==> src/spl_pkg.sv <==
// spl_pkg: shared constants and carrier types for the stack pointer logic
// assumes a single system clock and an 8-bit data memory address space
package spl_pkg;

    // special function register address of the pointer
    localparam logic [7:0] SPL_PTR_SFR_ADDR = 8'h81;
    // pointer value after any reset
    localparam logic [7:0] SPL_PTR_RESET = 8'h07;
    // width of pointer and data memory address
    localparam int SPL_ADDR_W = 8;
    // data memory depth in bytes
    localparam int SPL_MEM_DEPTH = 256;
    // step of one push or pop
    localparam logic [7:0] SPL_PTR_STEP = 8'h01;

    // stack request from the instruction sequencer
    typedef struct packed {
        logic push;      // push one byte
        logic pop;       // pop one byte
        logic [7:0] data; // byte to push
    } spl_req_s;

    // special function register access
    typedef struct packed {
        logic wr;        // write strobe
        logic rd;        // read strobe
        logic [7:0] addr; // direct address
        logic [7:0] wdata; // write data
    } spl_sfr_s;

    // indirect data memory access
    typedef struct packed {
        logic we;        // write enable
        logic re;        // read enable
        logic indirect;  // indirect mode, set on every push and pop access
        logic [7:0] addr; // byte address
        logic [7:0] wdata; // write data
    } spl_mem_s;

endpackage : spl_pkg

==> src/spl_ptr_calc.sv <==
// spl_ptr_calc: combinational pointer arithmetic for push and pop
// assumes push and pop are not both requested in one cycle
`timescale 1ns/100ps
module spl_ptr_calc
    import spl_pkg::*;
#(
    parameter int ADDR_W = SPL_ADDR_W
)
(
    input wire logic [ADDR_W-1:0] ptr_i,
    output logic [ADDR_W-1:0] ptr_inc_o,
    output logic [ADDR_W-1:0] ptr_dec_o
);

    // arithmetic wraps modulo the address range
    always_comb
    begin
        ptr_inc_o = ADDR_W'(ptr_i + ADDR_W'(SPL_PTR_STEP));
        ptr_dec_o = ADDR_W'(ptr_i - ADDR_W'(SPL_PTR_STEP));
    end

endmodule : spl_ptr_calc

==> src/spl_stack_ptr.sv <==
// spl_stack_ptr: stack pointer register with push, pop and sfr access
// assumes the sequencer issues one request per cycle and memory reads
// return data combinationally on mem_rdata_i in the cycle of the read
`timescale 1ns/100ps
module spl_stack_ptr
    import spl_pkg::*;
#(
    parameter int ADDR_W = SPL_ADDR_W
)
(
    input wire logic clk_sys_i,
    input wire logic rst_i,
    input wire spl_req_s req_i,
    input wire spl_sfr_s sfr_i,
    input wire logic [7:0] mem_rdata_i,
    output spl_mem_s mem_o,
    output logic [7:0] sfr_rdata_o,
    output logic sfr_hit_o,
    output logic [7:0] pop_data_o,
    output logic pop_valid_o,
    output logic [ADDR_W-1:0] ptr_o
);

    // pointer state
    logic [ADDR_W-1:0] ptr_r;
    logic [ADDR_W-1:0] ptr_nxt;
    // registered outputs
    spl_mem_s mem_r;
    spl_mem_s mem_nxt;
    logic [7:0] sfr_rdata_r;
    logic [7:0] sfr_rdata_nxt;
    logic sfr_hit_r;
    logic sfr_hit_nxt;
    logic [7:0] pop_data_r;
    logic [7:0] pop_data_nxt;
    logic pop_valid_r;
    logic pop_valid_nxt;
    // pop pending read of memory
    logic pop_pend_r;
    logic pop_pend_nxt;
    // arithmetic results
    logic [ADDR_W-1:0] ptr_inc;
    logic [ADDR_W-1:0] ptr_dec;
    // requests taken this cycle, after priority
    logic push_take; // push wins over pop and sfr write
    logic pop_take; // pop only without a push
    logic sfr_wr_take; // sfr write only without stack traffic
    logic sfr_rd_take; // read-back of the pointer at its sfr address

    // decode of the pointer's sfr address
    function automatic logic is_ptr_addr(input logic [7:0] a);
        is_ptr_addr = (a == SPL_PTR_SFR_ADDR);
    endfunction : is_ptr_addr

    // modulo pointer arithmetic
    spl_ptr_calc #(
        .ADDR_W(ADDR_W)
    ) u_calc (
        .ptr_i(ptr_r),
        .ptr_inc_o(ptr_inc),
        .ptr_dec_o(ptr_dec)
    );

    // request decode with fixed priority: push, then pop, then sfr write
    // a push and a pop in one cycle act as a push alone
    // the sequencer is expected to issue at most one of them
    always_comb
    begin
        push_take = req_i.push;
        pop_take = req_i.pop && !req_i.push;
        // sfr write yields to any stack traffic in the same cycle
        sfr_wr_take = sfr_i.wr && is_ptr_addr(sfr_i.addr) && !req_i.push && !req_i.pop;
        sfr_rd_take = sfr_i.rd && is_ptr_addr(sfr_i.addr);
    end

    // pointer group: next value of the stack top
    // wrap-around is silent: no overflow or underflow flag exists
    always_comb
    begin
        ptr_nxt = ptr_r; // hold when nothing is taken
        if (push_take)
        begin
            // pointer now marks the byte just written
            ptr_nxt = ptr_inc;
        end
        else if (pop_take)
        begin
            // decrement with wrap, 0x00 goes to 0xFF
            ptr_nxt = ptr_dec;
        end
        else if (sfr_wr_take)
        begin
            // direct write, software may relocate the stack
            ptr_nxt = ADDR_W'(sfr_i.wdata);
        end
    end

    // pointer register, loaded with a fixed value on any reset
    // software may move it before pushing when several banks are in use
    always_ff @(posedge clk_sys_i)
    begin
        if (rst_i)
        begin
            ptr_r <= ADDR_W'(SPL_PTR_RESET); // first push lands just above bank zero
        end
        else
        begin
            ptr_r <= ptr_nxt;
        end
    end

    // memory request group: one indirect access per stack request
    // the full pointer is the address, so any of 256 bytes is reachable
    // the data bus is zero whenever no write is requested
    always_comb
    begin
        mem_nxt = '0; // strobes last one cycle
        pop_pend_nxt = 1'b0; // no read in flight by default
        if (push_take)
        begin
            // write the byte above the last occupied one
            mem_nxt.we = 1'b1;
            mem_nxt.indirect = 1'b1; // upper half reaches memory, not sfr space
            mem_nxt.addr = 8'(ptr_inc);
            mem_nxt.wdata = req_i.data;
        end
        else if (pop_take)
        begin
            // read the last occupied byte
            mem_nxt.re = 1'b1;
            mem_nxt.indirect = 1'b1;
            mem_nxt.addr = 8'(ptr_r);
            pop_pend_nxt = 1'b1; // byte is captured one cycle later
        end
    end

    // memory request registers, idle after reset
    always_ff @(posedge clk_sys_i)
    begin
        if (rst_i)
        begin
            mem_r <= '0;
            pop_pend_r <= 1'b0;
        end
        else
        begin
            mem_r <= mem_nxt;
            pop_pend_r <= pop_pend_nxt;
        end
    end

    // sfr read-back group: returns the pointer before any same-cycle update
    // other sfr addresses are ignored without a hit
    always_comb
    begin
        sfr_rdata_nxt = sfr_rdata_r; // read data holds between hits
        sfr_hit_nxt = sfr_rd_take; // one-cycle hit pulse
        if (sfr_rd_take)
        begin
            sfr_rdata_nxt = 8'(ptr_r);
        end
    end

    // sfr read-back registers, cleared by reset
    always_ff @(posedge clk_sys_i)
    begin
        if (rst_i)
        begin
            sfr_rdata_r <= 8'h00;
            sfr_hit_r <= 1'b0;
        end
        else
        begin
            sfr_rdata_r <= sfr_rdata_nxt;
            sfr_hit_r <= sfr_hit_nxt;
        end
    end

    // popped byte group: memory answers combinationally in the read cycle
    // mem_rdata_i outside that cycle is never captured
    always_comb
    begin
        pop_data_nxt = pop_data_r; // last popped byte holds
        pop_valid_nxt = pop_pend_r; // one-cycle marker of a fresh byte
        if (pop_pend_r)
        begin
            pop_data_nxt = mem_rdata_i;
        end
    end

    // popped byte registers, cleared by reset
    always_ff @(posedge clk_sys_i)
    begin
        if (rst_i)
        begin
            pop_data_r <= 8'h00;
            pop_valid_r <= 1'b0;
        end
        else
        begin
            pop_data_r <= pop_data_nxt;
            pop_valid_r <= pop_valid_nxt;
        end
    end

    // outputs straight from flip-flops
    assign mem_o = mem_r;
    assign sfr_rdata_o = sfr_rdata_r;
    assign sfr_hit_o = sfr_hit_r;
    assign pop_data_o = pop_data_r;
    assign pop_valid_o = pop_valid_r;
    assign ptr_o = ptr_r;

endmodule : spl_stack_ptr

==> config.mk <==
export PLATFORM = sky130hd
export DESIGN_NAME = spl_stack_ptr
export DESIGN_NICKNAME = d
export VERILOG_FILES = /design/src/spl_pkg.sv /design/src/spl_ptr_calc.sv /design/src/spl_stack_ptr.sv
export SDC_FILE = /design/constraint.sdc
export NUM_CORES = 1
export LEC_CHECK = 0
export ABC_AREA = 1
export BUFFER_PORTS_ARGS = -buffer_cell sky130_fd_sc_hd__buf_2
export CAP_MARGIN = 25
export CELL_PAD_IN_SITES_DETAIL_PLACEMENT = 0
export CELL_PAD_IN_SITES_GLOBAL_PLACEMENT = 1
export CORE_ASPECT_RATIO = 0.75
export CORE_MARGIN = 3
export CORE_UTILIZATION = 25
export DETAILED_ROUTE_END_ITERATION = 16
export GPL_TIMING_DRIVEN = 0
export HOLD_SLACK_MARGIN = 0.12
export PLACE_DENSITY_LB_ADDON = 0.1
export SLEW_MARGIN = 5
export SYNTH_ARGS = -nofsm -noshare
export SYNTH_HDL_FRONTEND = slang
export SYNTH_HIERARCHICAL = 1
export SYNTH_SLANG_ARGS = --single-unit
==> constraint.sdc <==
create_clock -name clk_sys_i -period 1.78 [get_ports clk_sys_i]
set_input_delay 0.178 -clock clk_sys_i [delete_from_list [all_inputs] [get_ports clk_sys_i]]
set_output_delay 0.178 -clock clk_sys_i [all_outputs]
set_load 0.02 [all_outputs]
==> reports/results.ini, run 1 <==
[status]
status = completed

[cts]
cts_root_buffer = clkbuf_8
clk_pin_slew_ns = 0.09
clock_sinks = 45
htree_num_levels = 2
cts_tree = yes
post_cts_buffers = 0
cts-buffers-inserted = 5
insertion_delay_ns = 0.30
max-clock-path-buffers = 2

[grt]
grt.total_usage_pct = 13.2
antenna_found_initial = 0
grt_pass1_wl_um = 10000
overflow = 0
grt_max_degree = 16
grt_pass1_vias = 2016

[floorplan]
start_util_pct = 26.8
die_w_um = 111
row_count = 27
io_pins = 83
die_h_um = 84.5
die_area_mm2 = 0.00936
core-area_mm2 = 0.00767

[timing]
hold_ws_ns = 0.187
clock-skew-final_ns = 0.00590
rsz0062_at_grt = no
tns_ns = 0
fin_crit_ns = 1.54
finalHoldViolCount = 0
relSlewSlack_pct = 71.1
max_clock_freq_mhz = 648
setup_viol = 0
worst-slew-pin-transition_ns = 0.434
maxSlewViolCount = 0
min_period_over_period_pct = 86.6

[critical_path]
critPathCaptureType = flip-flop
cp.required_ns = 1.99
cp-start-kind = flip-flop
r2r_cells = 10
reg2reg_slack_ns = 0.24
worstSetupPathType = reg -> reg
r2r_start = ptr_o[0]
critPathMaxFanout = 7
r2r-end = ptr_o[6]
arrival_ns = 1.75

[power_and_ir_drop]
p_int_uw = 1810
power_frac_seq_pct = 44.1
combinationalPowerShare_pct = 18.5
netSwitchingPower_uw = 712
peakVddDrop_mv = 0.327
power_uw = 2530
power_density_mw_per_mm2 = 871
p_sw_share_pct = 28.2
clock_power_share_pct = 37.4
p_leak_uw = 0.00149

[route]
ant_nets = 0
vias_per_cell = 4.30
vias = 2086
wl_per_cell_um = 12.5
drt-total-wl_um = 6060
drt_first_pass_iters = 4
drc = 0
first_iter_violations = 76

[final_layout]
syn_to_final_growth_pct = 41.1
fillers = 834
seqCellArea_um2 = 906
n_antenna_cell = 0
multi_input_area_um2 = 950
drive_gt1_share_pct = 29.2
nNetsFinal = 423
stdcell_area_mm2 = 0.00290

[worst_hold_path]
min_to = mem_o[17]
hold_start = req_i[9]
min_path_type = in -> reg
whs_path_depth = 4

[placement]
placed_area_mm2 = 0.00259
gp_congestion = 0.788
io_buffer_count = 81
hpwl_um = 4480

[synth]
synth_area_per_cell_um2 = 7.39
synth_nets = 318
yosysWarningCount = 6
ys_seq_area_share_pct = 43.8
synth-seq-cells = 45
synth.distinct_cells = 26
netlist_area_mm2 = 0.00206
synth_cells = 278

[job]
maxCapViolations = 0

==> metal layers <==
metal  global-route usage (%)  routed length [µm]  share of wire, %  vias to the layer above
met5                        0                   0                 0                        -
met4                     3.69                  74               1.2                        0
met3                     3.31                 311               5.1                        9
met2                     19.7                2550                42                       56
met1                     18.9                3130                52                      929
li1                         -                   -                 -                     1092
==> final cells by class <==
cell class | instances | area share [%]
multi-input combinational | 190 | 32.7
sequential | 45 | 31.2
timing repair buffer | 98 | 19.8
tap | 101 | 4.36
inverter | 33 | 4.27
buffer | 10 | 2.80
clock buffer | 5 | 2.37
clock inverter | 3 | 2.37
==> worst max path at each step <==
stage / startpoint / end / slack, ns / cells after the start
2_1_floorplan: ptr_o[1] / ptr_o[6] / 0.14 / 10
3_3_place_gp: ptr_o[1] / ptr_o[6] / 0.06 / 10
3_5_place_dp: ptr_o[1] / ptr_o[6] / 0.06 / 10
4_1_cts: ptr_o[1] / ptr_o[6] / 0.04 / 10
5_1_grt: ptr_o[0] / ptr_o[6] / 0.04 / 10
6_report: ptr_o[0] / ptr_o[6] / 0.24 / 10
==> cells in the final DEF, fill, tap and decap left out, drive strengths merged <==
master	instances
bufinv	2
clkbuf	6
dlygate4sd3	17
o22ai	3
buf	90
xor2	5
a21oi	18
dfxtp	45
nand4	10
o21ai	12
clkinv	1
ha	2
nand2	69
o211ai	1
nand3	21
nor2	49
inv	33
==> power groups by stage <==
stage                     sequential, µW  clock [µW]  combinational, µW
after CTS                           1110         984                472
after detailed placement            1140           0                442
after global routing                1120        1020                524
final                               1110         944                467
after floorplan                     1190           0                229
after global placement              1140           0                442
==> through the flow <==
| stage | worst slack, ns | util, % | cells |
|---|---|---|---|
| after floorplan | 0.141 | - | 278 |
| after global placement | 0.0552 | 33.7 | 460 |
| after detailed placement | 0.0630 | 33.7 | 460 |
| after CTS | 0.0419 | 37.8 | 485 |
| after global routing | 0.0363 | 37.8 | 485 |
| final | 0.238 | 37.8 | 485 |
==> cell families after synthesis <==
| logic type | Yosys count | synth area share [%] |
|---|---|---|
| AO/OA/AOI/OAI | 34 | 8.58 |
| XOR/XNOR | 5 | 2.13 |
| adder cells (fa/ha/maj) | 2 | 1.22 |
| buffers and inverters | 43 | 9.98 |
| flip-flops | 45 | 43.8 |
| AND/OR/NAND/NOR | 149 | 34.3 |
==> synthesized netlist by cell type, drive strengths merged <==
master	n	area share (%)
clkbuf	1	0.18
a21oi	18	4.4
nor2	49	12
o21ai	12	2.9
nand2	69	13
ha	2	1.2
o22ai	3	0.91
nand3	21	6.0
xor2	5	2.1
clkinv	1	0.18
dfxtp	45	44
inv	32	5.8
buf	9	3.8
nand4	10	3.0
o211ai	1	0.37
==> repair_timing <==
| item | CTS | global route |
|---|---|---|
| hold endpoints to repair | 18 | 0 |
| gates resized for setup | 0 | 4 |
| setup endpoints to repair | 0 | 2 |
| hold buffers | 17 | 0 |
==> worst max-delay path: stages (launching register included) <==
cell and delay, ns:
dfxtp_2 0.42, ha_1 0.21, nand3_1 0.15, o21ai_0 0.19, nand2_1 0.07, nand2_1 0.08, nand2_1 0.05, a21oi_1 0.12
nand2_1 0.07, nand2_1 0.06, nor2_1 0.03
==> registers in the layout (all words and copies together) (netlist names) <==
name and cells:
mem_o 19, pop_data_o 8, pop_valid_o 1, ptr_o 8, sfr_hit_o 1, sfr_rdata_o 8
Note: power is estimated with default switching activity, not from simulation.
==> inputs of run 2 (changes only) <==
Settings changed: BUFFER_PORTS_ARGS -buffer_cell sky130_fd_sc_hd__buf_2 to -buffer_cell sky130_fd_sc_hd__buf_4, CORE_UTILIZATION 25 to 36.
Clock period 1.78 ns to 1.8 ns, I/O delays scaled along.
==> run 2 against run 1 <==
Net effect: utilization grew 18 points; routed wire length shrank 6.1%; count of clock-buffer cells in the layout grew 2; critical endpoint unchanged; critical path type unchanged; final cell count shrank 5.4%; register-to-register slack lost 0.09 ns; combinational power grew 9.0%; non-clock buffer count is the same; critical path depth grew 1; sequential share of layout area shrank 1.6 points; design area grew 5.0%; flip-flop and latch count is the same; power shrank 5.1%.
==> reports/results.ini, run 2 (synthesized netlist as in run 1, its figures left out) <==
[route]
wl_per_cell_um = 12.4  ; -0.79%
drt-total-wl_um = 5690  ; -6.1%
ant_nets = 0  ; unchanged
vias_per_cell = 4.51  ; +4.9%
vias = 2070  ; -0.77%
drc = 0  ; unchanged
drt_first_pass_iters = 4  ; unchanged
first_iter_violations = 72  ; -5.3%

[timing]
hold_ws_ns = 0.167  ; -0.0197 ns
relSlewSlack_pct = 71.8  ; +0.67 points
max_clock_freq_mhz = 607  ; -6.4%
finalHoldViolCount = 0  ; unchanged
fin_crit_ns = 1.65  ; +0.105 ns
clock-skew-final_ns = 0.00751  ; +0.00161 ns
tns_ns = 0  ; unchanged
maxSlewViolCount = 0  ; unchanged
min_period_over_period_pct = 91.5  ; +4.9 points
worst-slew-pin-transition_ns = 0.424  ; -0.0100 ns
rsz0062_at_grt = no
setup_viol = 0  ; unchanged

[floorplan]
die_h_um = 71.4  ; -15%
core-area_mm2 = 0.00544  ; -29%
io_pins = 83  ; unchanged
start_util_pct = 37.8  ; +11 points
row_count = 23  ; -15%
die_w_um = 93.3  ; -16%
die_area_mm2 = 0.00666  ; -29%

[power_and_ir_drop]
peakVddDrop_mv = 0.408  ; +25%
power_density_mw_per_mm2 = 787  ; -9.7%
p_leak_uw = 0.00151  ; +2.0%

[worst_hold_path]
min_path_type = in -> reg

[cts]
cts_tree = yes
post_cts_buffers = 0  ; unchanged
insertion_delay_ns = 0.30  ; about the same
cts_root_buffer = clkbuf_8
cts-buffers-inserted = 5  ; unchanged
htree_num_levels = 2  ; unchanged
clk_pin_slew_ns = 0.08  ; about the same
max-clock-path-buffers = 2  ; unchanged
clock_sinks = 45  ; unchanged

[critical_path]
critPathMaxFanout = 7  ; unchanged
critPathCaptureType = flip-flop
arrival_ns = 1.85  ; +0.10 ns
worstSetupPathType = reg -> reg
cp-start-kind = flip-flop
cp.required_ns = 2.00  ; about the same

[job]
maxCapViolations = 0  ; unchanged

[final_layout]
drive_gt1_share_pct = 28.6  ; -0.52 points
layout.cells.most_common = buf_4
nNetsFinal = 423  ; unchanged
syn_to_final_growth_pct = 48.2
final_cell_mix = 84 x buf_4, 67 x nand2_1, 43 x nor2_1, 43 x dfxtp_1, 31 x inv_1
fillers = 546  ; -35%
n_antenna_cell = 0  ; unchanged
seqCellArea_um2 = 903  ; -0.28%
multi_input_area_um2 = 950  ; unchanged
largest_reg_flops = 19  ; unchanged

[grt]
grt.total_usage_pct = 17.9  ; +4.7 points
grt_max_degree = 14  ; -2
antenna_found_initial = 0  ; unchanged
grt_pass1_wl_um = 9370  ; -6.6%
grt_pass1_vias = 1909  ; -5.3%
overflow = 0  ; unchanged

[placement]
gp_congestion = 0.867  ; +10%
io_buffer_count = 81  ; unchanged
hpwl_um = 4030  ; -9.9%

[status]
status = completed

run 2: per-layer routing:
layer	up-vias	track usage [%]	share of wire, %
met5	-	0	0
met4	0	4.88	1.1
met2	55	26.9	45
met3	8	4.83	6.0
li1	1088	-	-
met1	919	25.4	48
run 2: area by class of cell:
type / instances / share of cell area [%]
clock buffers: 7 / 2.83
repair buffers: 98 / 25.5
flip-flops and latches: 45 / 29.7
inverters: 33 / 4.07
multi-input cells: 190 / 31.2
well taps: 75 / 3.08
plain buffers: 10 / 2.67
clock inverters: 1 / 0.986
run 2: critical path, stage by stage (launching register included):
cell and delay, ns:
dfxtp_2 0.38, inv_1 0.20, ha_1 0.22, inv_1 0.05
nor2_1 0.16, nand2_1 0.12, nand2_1 0.07, o21ai_1 0.07
a21oi_1 0.13, nand2_1 0.06, nand2_1 0.06, nor2_1 0.04
run 2: path summary, 6_finish.rpt:
| kind | endpoint | slack (ns) | depth (start not counted) | from |
|---|---|---|---|---|
| worst min register to register | sfr_rdata_o[1] | 0.47 | 2 | sfr_rdata_o[1] |
| worst max register to register | ptr_o[6] | 0.15 | 11 | ptr_o[0] |
| worst max-delay path | ptr_o[6] | 0.15 | 11 | ptr_o[0] |
| worst min-delay path | mem_o[17] | 0.17 | 4 | req_i[9] |
run 2: what timing repair did:
item	CTS	global route
gates resized for setup	0	2
hold buffers	17	0
hold endpoints to repair	18	0
setup endpoints to repair	0	2
run 2: through the flow:
stage	power, µW	area (µm²)	cells	utilization (%)	worst slack, ns
finish	2400	3050	459	56.0	0.153
global route	2520	3050	459	56.0	0.0000895
CTS	2430	3040	459	56.0	0.0583
detailed placement	1610	2760	434	50.7	0.0833
global placement	1600	2760	434	50.7	0.0651
floorplan	1400	2060	278	-	0.161
run 2: power breakdown:
part	internal (µW)	switching (µW)	total [µW]
sequential	1050	55.0	1100
combinational	236	274	509
clock	453	333	785
total	1740	661	2400
